--- src/rtl/frs_params.svh ---
// Constants for the result status byte builder.
// Assumes inclusion from the package and the modules by bare name.
`ifndef FRS_PARAMS_SVH
`define FRS_PARAMS_SVH
`define FRS_LAST_SECTOR      8'hFF
`define FRS_BAD_TRACK        8'hFF
`define FRS_INDEX_LIMIT      2'h2
`define FRS_A_END_CYL        7
`define FRS_A_CRC            5
`define FRS_A_OVERRUN        4
`define FRS_A_NO_SECTOR      2
`define FRS_A_WRITE_BLOCKED  1
`define FRS_A_NO_MARK        0
`define FRS_B_CTRL_MARK      6
`define FRS_B_DATA_CRC       5
`define FRS_B_TRACK_MISMATCH 4
`define FRS_B_BAD_TRACK      1
`define FRS_B_NO_DATA_MARK   0
`define FRS_D_PROTECT        6
`define FRS_D_HOME           4
`define FRS_D_HEAD           2
`define FRS_D_CONST_MASK     8'h28
`define FRS_SEL_STAT_A       2'h1
`define FRS_SEL_STAT_B       2'h2
`define FRS_SEL_DRIVE        2'h3
`endif

--- src/rtl/frs_pkg.sv ---
// Types for the result status byte builder.
// Assumes the constants header sits on the include path.
package frs_pkg;
    `include "frs_params.svh"
    typedef enum logic [2:0] {
        FRS_CMD_OTHER      = 3'h0,
        FRS_CMD_READ       = 3'h1,
        FRS_CMD_READ_DEL   = 3'h2,
        FRS_CMD_WRITE      = 3'h3,
        FRS_CMD_WRITE_DEL  = 3'h4,
        FRS_CMD_FORMAT     = 3'h5,
        FRS_CMD_READ_ID    = 3'h6,
        FRS_CMD_READ_TRACK = 3'h7
    } frs_cmd_t;
    typedef enum logic [1:0] {
        FRS_IDLE    = 2'h0,
        FRS_EXEC    = 2'h1,
        FRS_RESULT  = 2'h2
    } frs_phase_t;
endpackage

--- src/rtl/frs_sync.sv ---
// Two-flop synchroniser for a bundle of drive-cable pins.
// Assumes the pins are asynchronous to ref_clk_i.
`timescale 1ns/1ps
module frs_sync #(
    parameter int W = 5
) (
    // Clock and reset
    input  wire logic         ref_clk_i,
    input  wire logic         rst_i,
    // Pins in, synchronised out
    input  wire logic [W-1:0] async_i,
    output logic      [W-1:0] sync_o
);
    logic [W-1:0] meta_reg;

    always_ff @(posedge ref_clk_i) begin
        if (rst_i) begin
            meta_reg <= '0;
            sync_o   <= '0;
        end else begin
            meta_reg <= async_i;
            sync_o   <= meta_reg;
        end
    end
endmodule

--- src/rtl/frs_status.sv ---
// Builds the second, third and fourth result status bytes and presents
// them on a byte-wide read port during the result phase.
// Assumes the command sequencer supplies one-cycle event strobes from the
// same clock domain, and drive pins arrive asynchronously.
`timescale 1ns/1ps
`include "frs_params.svh"
module frs_status
    import frs_pkg::*;
(
    // Clock and reset
    input  wire logic       ref_clk_i,
    input  wire logic       rst_i,
    // Command sequencing from the controller core
    input  wire logic       cmd_start_i,
    input  wire logic [2:0] cmd_code_i,
    input  wire logic       cmd_done_i,
    input  wire logic       transfer_end_strobe_i,
    // Sector and track events from the disk engine
    input  wire logic       sector_advance_i,
    input  wire logic [7:0] sector_num_i,
    input  wire logic       id_crc_err_i,
    input  wire logic       data_crc_err_i,
    input  wire logic       service_late_i,
    input  wire logic       sector_not_found_i,
    input  wire logic       id_read_err_i,
    input  wire logic       sequence_err_i,
    input  wire logic       id_mark_found_i,
    input  wire logic       data_mark_missing_i,
    input  wire logic       deleted_mark_seen_i,
    input  wire logic       normal_mark_seen_i,
    input  wire logic       id_valid_i,
    input  wire logic [7:0] id_track_i,
    input  wire logic [7:0] cur_track_i,
    // Drive cable pins
    input  wire logic       index_pulse_in_n_i,
    input  wire logic       protect_pin_i,
    input  wire logic       home_track_pin_i,
    input  wire logic       head_pick_pin_i,
    input  wire logic       drive_pick1_pin_i,
    input  wire logic       drive_pick0_pin_i,
    // Result byte read port
    input  wire logic [1:0] result_sel_i,
    input  wire logic       result_rd_i,
    output logic [7:0]      result_data_o,
    output logic            result_valid_o
);
    logic [4:0] pins_sync;
    logic       index_n_sync;
    logic       index_n_prev;
    logic       protect_prev;
    logic [1:0] index_cnt_reg;
    frs_phase_t phase_reg;
    frs_cmd_t   cmd_reg;
    logic       crc_fault_flag;
    logic       end_cyl_flag;
    logic       overrun_flag;
    logic       missing_sector_flag;
    logic       write_blocked_flag;
    logic       id_sync_absent_flag;
    logic       ctrl_mark_flag;
    logic       payload_crc_flag;
    logic       track_mismatch_flag;
    logic       bad_track_flag;
    logic       payload_sync_absent_flag;
    logic       clr;
    logic       is_write;
    logic       is_data_xfer;
    logic       end_no_tc;
    logic       tc_seen_reg;
    logic       id_mismatch;
    logic [7:0] stat_a;
    logic [7:0] stat_b;
    logic [7:0] stat_d;
    logic [7:0] result_next;

    frs_sync #(.W(6)) u_sync (
        .ref_clk_i (ref_clk_i),
        .rst_i     (rst_i),
        .async_i   ({index_pulse_in_n_i, protect_pin_i, home_track_pin_i,
                     head_pick_pin_i, drive_pick1_pin_i, drive_pick0_pin_i}),
        .sync_o    ({index_n_sync, pins_sync})
    );

    // Only an accepted start clears, so a clear never meets a set.
    assign clr          = cmd_start_i && (phase_reg != FRS_EXEC);
    assign is_write     = (cmd_reg == FRS_CMD_WRITE) ||
                          (cmd_reg == FRS_CMD_WRITE_DEL) ||
                          (cmd_reg == FRS_CMD_FORMAT);
    assign is_data_xfer = (cmd_reg == FRS_CMD_READ) ||
                          (cmd_reg == FRS_CMD_READ_DEL) ||
                          (cmd_reg == FRS_CMD_WRITE) ||
                          (cmd_reg == FRS_CMD_WRITE_DEL);
    assign end_no_tc    = cmd_done_i && is_data_xfer && !tc_seen_reg &&
                          !transfer_end_strobe_i;
    assign id_mismatch  = id_valid_i && (id_track_i != cur_track_i);

    // A command stays latched until the next start so results stay stable.
    always_ff @(posedge ref_clk_i) begin
        if (rst_i) begin
            phase_reg <= FRS_IDLE;
            cmd_reg   <= FRS_CMD_OTHER;
        end else begin
            case (phase_reg)
                FRS_IDLE, FRS_RESULT: begin
                    if (cmd_start_i) begin
                        phase_reg <= FRS_EXEC;
                        cmd_reg   <= frs_cmd_t'(cmd_code_i);
                    end
                end
                FRS_EXEC: begin
                    if (cmd_done_i) begin
                        phase_reg <= FRS_RESULT;
                    end
                end
                default: begin
                    phase_reg <= FRS_IDLE;
                end
            endcase
        end
    end

    always_ff @(posedge ref_clk_i) begin
        if (rst_i) begin
            tc_seen_reg <= 1'b0;
        end else if (clr) begin
            tc_seen_reg <= 1'b0;
        end else if (transfer_end_strobe_i && phase_reg == FRS_EXEC) begin
            tc_seen_reg <= 1'b1;
        end
    end

    // Index pulses count falling edges of the active-low pin.
    always_ff @(posedge ref_clk_i) begin
        if (rst_i) begin
            // Matches the synchroniser's reset value, so no false edge
            // is seen while the synced pin climbs to its idle level.
            index_n_prev  <= 1'b0;
            protect_prev  <= 1'b0;
            index_cnt_reg <= 2'h0;
        end else begin
            index_n_prev <= index_n_sync;
            protect_prev <= pins_sync[4];
            if (clr || id_mark_found_i) begin
                index_cnt_reg <= 2'h0;
            end else if (phase_reg == FRS_EXEC && index_n_prev &&
                         !index_n_sync &&
                         index_cnt_reg != `FRS_INDEX_LIMIT) begin
                index_cnt_reg <= index_cnt_reg + 2'h1;
            end
        end
    end

    // Every flag is set only during execution; the clear comes with the
    // start strobe, which never coincides with an execution-phase event.
    always_ff @(posedge ref_clk_i) begin
        if (rst_i || clr) begin
            end_cyl_flag        <= 1'b0;
            crc_fault_flag      <= 1'b0;
            overrun_flag        <= 1'b0;
            missing_sector_flag <= 1'b0;
            write_blocked_flag  <= 1'b0;
            id_sync_absent_flag <= 1'b0;
        end else if (phase_reg == FRS_EXEC) begin
            if (sector_advance_i && sector_num_i == `FRS_LAST_SECTOR)
                end_cyl_flag <= 1'b1;
            if (end_no_tc)
                end_cyl_flag <= 1'b1;
            if (id_crc_err_i || data_crc_err_i)
                crc_fault_flag <= 1'b1;
            if (service_late_i)
                overrun_flag <= 1'b1;
            if ((sector_not_found_i && (cmd_reg == FRS_CMD_READ ||
                                        cmd_reg == FRS_CMD_READ_DEL)) ||
                (id_read_err_i && cmd_reg == FRS_CMD_READ_ID) ||
                (sequence_err_i && cmd_reg == FRS_CMD_READ_TRACK))
                missing_sector_flag <= 1'b1;
            if (is_write && pins_sync[4] && !protect_prev)
                write_blocked_flag <= 1'b1;
            if ((index_n_prev && !index_n_sync &&
                 index_cnt_reg == `FRS_INDEX_LIMIT - 2'h1) ||
                data_mark_missing_i)
                id_sync_absent_flag <= 1'b1;
        end
    end

    always_ff @(posedge ref_clk_i) begin
        if (rst_i || clr) begin
            ctrl_mark_flag           <= 1'b0;
            payload_crc_flag         <= 1'b0;
            track_mismatch_flag      <= 1'b0;
            bad_track_flag           <= 1'b0;
            payload_sync_absent_flag <= 1'b0;
        end else if (phase_reg == FRS_EXEC) begin
            if ((cmd_reg == FRS_CMD_READ && deleted_mark_seen_i) ||
                (cmd_reg == FRS_CMD_READ_DEL && normal_mark_seen_i))
                ctrl_mark_flag <= 1'b1;
            if (data_crc_err_i)
                payload_crc_flag <= 1'b1;
            if (id_mismatch)
                track_mismatch_flag <= 1'b1;
            if (id_mismatch && id_track_i == `FRS_BAD_TRACK)
                bad_track_flag <= 1'b1;
            if (data_mark_missing_i)
                payload_sync_absent_flag <= 1'b1;
        end
    end

    always_comb begin
        stat_a = 8'h00;
        stat_a[`FRS_A_END_CYL]       = end_cyl_flag;
        stat_a[`FRS_A_CRC]           = crc_fault_flag;
        stat_a[`FRS_A_OVERRUN]       = overrun_flag;
        stat_a[`FRS_A_NO_SECTOR]     = missing_sector_flag;
        stat_a[`FRS_A_WRITE_BLOCKED] = write_blocked_flag;
        stat_a[`FRS_A_NO_MARK]       = id_sync_absent_flag;
        stat_b = 8'h00;
        stat_b[`FRS_B_CTRL_MARK]      = ctrl_mark_flag;
        stat_b[`FRS_B_DATA_CRC]       = payload_crc_flag;
        stat_b[`FRS_B_TRACK_MISMATCH] = track_mismatch_flag;
        stat_b[`FRS_B_BAD_TRACK]      = bad_track_flag;
        stat_b[`FRS_B_NO_DATA_MARK]   = payload_sync_absent_flag;
        stat_d = `FRS_D_CONST_MASK;
        stat_d[`FRS_D_PROTECT] = pins_sync[4];
        stat_d[`FRS_D_HOME]    = pins_sync[3];
        stat_d[`FRS_D_HEAD]    = pins_sync[2];
        stat_d[1:0]            = pins_sync[1:0];
    end

    // The drive byte is also readable outside a result phase, since the
    // sense-drive command returns it without any execution.
    always_comb begin
        case (result_sel_i)
            `FRS_SEL_STAT_A: result_next = stat_a;
            `FRS_SEL_STAT_B: result_next = stat_b;
            `FRS_SEL_DRIVE:  result_next = stat_d;
            default:         result_next = 8'h00;
        endcase
    end

    always_ff @(posedge ref_clk_i) begin
        if (rst_i) begin
            result_data_o  <= 8'h00;
            result_valid_o <= 1'b0;
        end else begin
            result_valid_o <= 1'b0;
            if (result_rd_i && (phase_reg == FRS_RESULT ||
                                result_sel_i == `FRS_SEL_DRIVE)) begin
                result_data_o  <= result_next;
                result_valid_o <= 1'b1;
            end
        end
    end
endmodule

--- config.mk ---
export PLATFORM = sky130hd
export DESIGN_NAME = frs_status
export DESIGN_NICKNAME = d
export VERILOG_FILES = /design/src/rtl/frs_pkg.sv /design/src/rtl/frs_sync.sv /design/src/rtl/frs_status.sv
export VERILOG_INCLUDE_DIRS = /design/src /design/src/rtl
export SDC_FILE = /design/constraint.sdc
export NUM_CORES = 1
export LEC_CHECK = 0
export BUFFER_PORTS_ARGS = -buffer_cell sky130_fd_sc_hd__buf_2
export CORE_ASPECT_RATIO = 1.1
export CORE_UTILIZATION = 30
export DETAILED_ROUTE_END_ITERATION = 8
export GPL_TIMING_DRIVEN = 0
export PLACE_DENSITY = 0.52
export SLEW_MARGIN = 20
export SYNTH_ARGS = -nofsm -noshare
export SYNTH_HDL_FRONTEND = slang
export SYNTH_SLANG_ARGS = --single-unit
--- constraint.sdc ---
create_clock -name ref_clk_i -period 1.6 [get_ports ref_clk_i]
set_input_delay 0.16 -clock ref_clk_i [delete_from_list [all_inputs] [get_ports ref_clk_i]]
set_output_delay 0.16 -clock ref_clk_i [all_outputs]
set_load 0.03 [all_outputs]
# --- Yosys cells after proc, flatten, opt, wreduce, memory -nomap -nowiden ---
# Cells that the tools add are included.
word_totals:
  output_inout_bits: 9
  inputBits: 53
  register_bits: 42
  elab_cells: 105
classes:
  addsub: 1
  n_reduce_logical: 56
  n_mux: 7
  eq_ne: 20
ops:
  columns: ["op", "n"]
  rows:
  - ["$reduce_and 2->1", 13]
  - ["$pmux 8 s3", 1]
  - ["$logic_and 1x1->1", 21]
  - ["$eq 8x8->1 const B", 2]
  - ["$logic_or 1x1->1", 13]
  - ["$eq 3x3->1 const B", 4]
  - ["$ne 8x8->1", 1]
  - ["$eq 2x1->1 const B", 3]
  - ["$eq 2x2->1 const B", 3]
  - ["$eq 3x2->1 const B", 2]
  - ["$ne 2x2->1 const B", 3]
  - ["$reduce_or 2->1", 3]
  - ["$logic_not 1->1", 4]
  - ["$mux 2", 2]
  - ["$pmux 2 s2", 1]
  - ["$eq 3x1->1 const B", 1]
  - ["$mux 1", 3]
  - ["$add 2x1->2 const B", 1]
  - ["$logic_not 2->1", 1]
  - ["$ne 2x1->1 const B", 1]
  - ["$reduce_bool 2->1", 1]

# --- Longest topological paths before layout ---
logic_depth:
  depth_word: 9
  depth_mapped: 5
  mapped_depth_nobuf: 5

# --- Modules after synthesis ---
# A second synthesis with hierarchy kept.
hier_totals:
  hier_cells: 186
  hier_area_um2: 1809.2
by_module_without_submodules:
  columns: ["mod", "seq_area_each_um2", "cells_per_inst", "area_each_um2", "n_inst"]
  rows:
  - ["frs_status", 600.6, 161, 1442.6, 1]
  - ["frs_sync", 240.2, 25, 366.6, 1]

# --- Worst setup path after synthesis ---
# OpenSTA, ideal clock, no wires.
synth_path:
  path_kind: "register to register"
  start: "reg index_cnt_reg[0]"
  end: "reg index_cnt_reg[1]"
  stages_incl_launch_ff: 6
  path_buffers: 0
  setup_slack_ns: 0.174
  t_arrival_ns: 1.322
  required_ns: 1.497
  setup_time_ns: 0.103
  period_less_slack_ns: 1.426
  path_cell_list: "dfxtp_1 -> inv_1 -> ha_1 -> nor4b_4 -> nor2_1 -> a2111oi_2"
synth_between:
  elab_chain_len: 2
  word_cells_on_any_way: 3
  cone_classes: "add/sub (1); eq/ne (1); reduce/logical (1)"
synth_lines:
  columns: ["item", "line_no", "source"]
  rows:
  - ["start, declared", "frs_status.sv:51", "logic [1:0] index_cnt_reg;"]
  - ["start signal, assigned", "frs_status.sv:148", "index_cnt_reg <= index_cnt_reg + 2'h1;"]
  - ["branches (longest 2 deep; another with $add 2x1->2)", null, null]
# Parallel ways; which one is timed is not known.
# A chain may end at the register's enable or synchronous reset.

# --- Worst setup path in the final report ---
layout_path:
  start: "reg phase_reg[0]"
  end: "reg index_cnt_reg[1]"
layout_between:
  elab_chain_len: 4
  word_cells_on_any_way: 8
  cone_classes: "eq/ne (2); reduce/logical (6)"
layout_lines:
  columns: ["item", "line_no", "source"]
  rows:
  - ["start, declared", "frs_status.sv:52", "frs_phase_t phase_reg;"]
  - ["start signal, assigned", "frs_status.sv:100", "phase_reg <= FRS_IDLE;"]
  - ["start signal, assigned", "frs_status.sv:106", "phase_reg <= FRS_EXEC;"]
  - ["start signal, assigned", "frs_status.sv:112", "phase_reg <= FRS_RESULT;"]
  - ["$ne 2x1->1 or $eq 2x1->1 (tied branches)", "frs_status.sv:85, frs_status.sv:145", null]
  - ["$logic_and 1x1->1, on equally long branches", "frs_status.sv:85, frs_status.sv:145", null]
  - ["$logic_or 1x1->1 or $logic_and 1x1->1 (tied branches)", "frs_status.sv:143, frs_status.sv:145", null]
  - ["$reduce_or 2->1 (no source line) or $logic_and 1x1->1 (tied branches)", null, null]
# Several ways; a longest one is shown, not always the timed one.

==> summary.md <==
The run finished with clean final reports. For the total half-perimeter wirelength after legalization and detailed placement, the log shows 2859 microns. The final count of negative-setup-slack endpoints was 0; the peak ir drop on the vdd network was 0.4769 mV. The detail route stage leaves a number of antenna-violating nets equal to 0.

The all-layer global routing usage is 13.02%, and the total power per unit cell area is 904.6 nW/um^2. For the initial cell density of the core, the log shows 31.82%. For the fraction of power consumed by sequential logic, the log shows 54.5%.

Counting the buffers created by CTS gives 5. On the critical path, the stage with the largest delay is an instance of dfxtp_1. Setup repair after global routing left no endpoint under its margin. The chip width is 74.60 microns. The first-iteration detailed-routing DRC count came out at 45.

For the number of nets in the synthesized netlist, the log shows 235. The distinct cell type count of the synthesized netlist was 39; the pin count of the biggest net entering global routing was 14. Most common library cell in the layout ignoring fill and taps: buf_2. In the routed layout, each cell is associated on average with a via count of 4.307.

The H-tree generated during clock tree synthesis spans 2 levels. The startpoint identified for the worst register-to-register timing path is phase_reg[0]. The detailed router placed 1391 vias in this run. The antenna diode count is 0. After clock tree synthesis, the repair step resized 0 gates. In the routed design, unresolved DRC markers number 0. In this run the power spent charging and discharging nets is 503.6 uW. STA classifies the critical path startpoint as a register. Per report_power, the clock group accounts for 33.2% of the total.

The run gives 1.59 ns as the arrival time of data at the critical path endpoint. The logs give 0.9492 nW for the static leakage and 1282 for the via count of the first global-routing pass. In this run the clock root is driven by a clkbuf_8. The first detailed-routing pass took 4 iterations. The number of buffer cells added on primary ports is 59, and the net count reported at finish is 302. The tools report the worst setup timing slack at the placement stage as 0.06778 ns.

TritonCTS built the clock tree. Yosys printed 0 warnings. The number of clock sinks is 42, and the number of enable-type register cells in the synthesized netlist is 0. Among cell families on the critical path, the largest total delay comes from compound AO/OA/AOI/OAI gates. The critical path contains buffers and inverters numbering 2 combined.

Clock skew on the completed layout was measured at 0.009458 ns. The register area is 840.8 sq um, and the transition time of the tightest slew-check pin is 0.5308 ns. The final period utilization was 87.27%; the synthesized area per cell was 9.662 sq um. Net switching is 25.05% of the power.

For the total count of hold-check failures in the final report, the log shows 0. The overall power consumption came out at 2.010 mW. The start point of the critical path is phase_reg[0]. The area of the core was 5465 sq um. The worst pin sits at a relative slew slack of 64.61%. Counting I/O delays and the setup requirement, the final critical path takes 1.396 ns. Clock latency on the worst-skew pair, taken at its later pin, is 0.29 ns.

Area used by multi-input combinational logic: 833.3 sq um. Flip-flop and latch count after synthesis: 42. The logs give 0 for the aggregate global routing overflow and 0.7162 GHz for the timing-limited maximum frequency. For this design the top-level I/O count stands at 62.

Setup slack on the critical path of the routed design comes to 0.2037 ns. The max-cap check violation count came out at 0. The run gives 0 as the count of final max-slew check failures. The logs give 2 for the maximum count of clock buffers along a single path and 0 for the buffer count from post-CTS setup fixing. The tools report the combinational power share as 12.3%. The finished cells cover 2222 sq um.

In the final layout, the share of cells above drive strength 1 is 31.85%. On the worst path, the slowest cell contributes a delay of 0.38 ns. In this run, post-CTS hold repair placed 0 buffers. In this run the worst path has a maximum fanout of 10.

The final wirelength is 3723 microns, and the number of core rows is 28. In the synthesized netlist the dominant register cell turns out to be dfxtp_1. The class of the worst hold path is input port to register.

After technology mapping, the gate count stands at 180. Critical path class: register to register. The register with the most flip-flops in the layout has 8 of them. The final weighted congestion of routability-driven global placement is 0.7285, and the internal cell power is 1.507 mW.

Register clock-pin slew on the reported worst setup and hold paths: 0.08 ns. The area growth from synthesis to layout works out to 27.77%. The full die area is 6106 sq um, and the aggregate negative setup slack is 0 ns. The filler cells instantiated in the layout total 588. Data required time of the worst path: 1.79 ns.

The critical path goes through nand2b_1, buf_6, a21o_1, clkbuf_1, a2111oi_2. The logs give 0 for the initial antenna violation count and 5871 microns for the wire length of the first global-routing pass. In the synthesized netlist the async set-or-reset flop fraction comes to 0%.

The tools report the post-synthesis cell area as 1739 sq um. Once layout is complete, the utilization of the core stands at 40.66%. After synthesis, flip-flops and latches occupy 48.35% of the total area. After detailed placement, the total cell area comes to 2128 sq um. The worst hold path begins at id_mark_found_i. STA classifies the critical path endpoint as a register. The routed wirelength normalized by instance count works out to 11.53 microns.

From bottom edge to top edge, the die measures 81.86 microns. In the layout the commonest cells are 60 x buf_2, 42 x dfxtp_1, 22 x nor2_1.
[final timing paths]
| kind | end | slack (ns) | cells past startpoint |
|---|---|---|---|
| max | index_cnt_reg[1] | 0.20 | 5 |
| min reg2reg | u_sync.sync_o[0] | 0.44 | 1 |
| min | index_cnt_reg[1] | 0.05 | 2 |
| max reg2reg | index_cnt_reg[1] | 0.20 | 5 |
[metal layers]
layer  global-route usage (%)  vias up  part of all wire [%]
li1                         -      754                     -
met1                    15.70      599                    47
met2                    21.17       32                    46
met3                    4.294        6                   4.8
met4                    5.283        0                   1.6
met5                        0        -                     0
[worst reg2reg max path, stage by stage, from the launching register on]
cell and delay [ns]:
dfxtp_1 0.38, nand2b_1 0.09, buf_6 0.14, a21o_1 0.17
clkbuf_1 0.25, a2111oi_2 0.27
[layout make-up]
class | instances | share of cell area, %
flip-flops and latches | 42 | 37.84
multi-input cells | 123 | 37.50
repair buffers | 60 | 13.63
well taps | 75 | 4.223
clock buffers | 6 | 3.266
plain buffers | 9 | 1.914
inverters | 6 | 1.014
clock inverters | 2 | 0.6194
[cells by family after synthesis]
| kind of cell | share of synthesized area (%) |
|---|---|
| adder cells (fa/ha/maj) | 1.439 |
| AO/OA/AOI/OAI | 15.18 |
| AND/OR/NAND/NOR | 20.22 |
| buffers and inverters | 3.741 |
| flip-flops | 48.35 |
| XOR/XNOR | 5.540 |
| multiplexers | 5.539 |
[cell usage after synthesis (4+ instances only)]
master,count,area [sq um]
nand2_1,5,18.77
xor2_1,9,78.83
a22oi_1,5,37.54
nand3b_1,4,30.03
clkbuf_1,7,26.28
a21oi_1,11,55.05
inv_1,6,22.52
nor2b_1,16,100.1
dfxtp_1,42,840.8
nor2_1,22,82.58
mux2_2,5,56.30
mux2i_1,4,40.04
[power groups by stage]
stage          Sequential (mW)  Clock (mW)  Combinational [mW]
2_1_floorplan             1.12           0               0.136
3_3_place_gp              1.12           0               0.247
3_5_place_dp              1.12           0               0.250
4_1_cts                   1.10       0.700               0.252
5_1_grt                   1.10       0.742               0.275
6_report                  1.10       0.667               0.247
[metrics by stage]
step	hold slack (ns)	instances
6_report	0.05478	323
5_1_grt	0.03563	323
4_1_cts	0.04095	322
3_5_place_dp	0.3584	314
3_3_place_gp	0.3584	314
2_1_floorplan	0.2360	180
No activity file was read; power rests on OpenSTA's default activity.
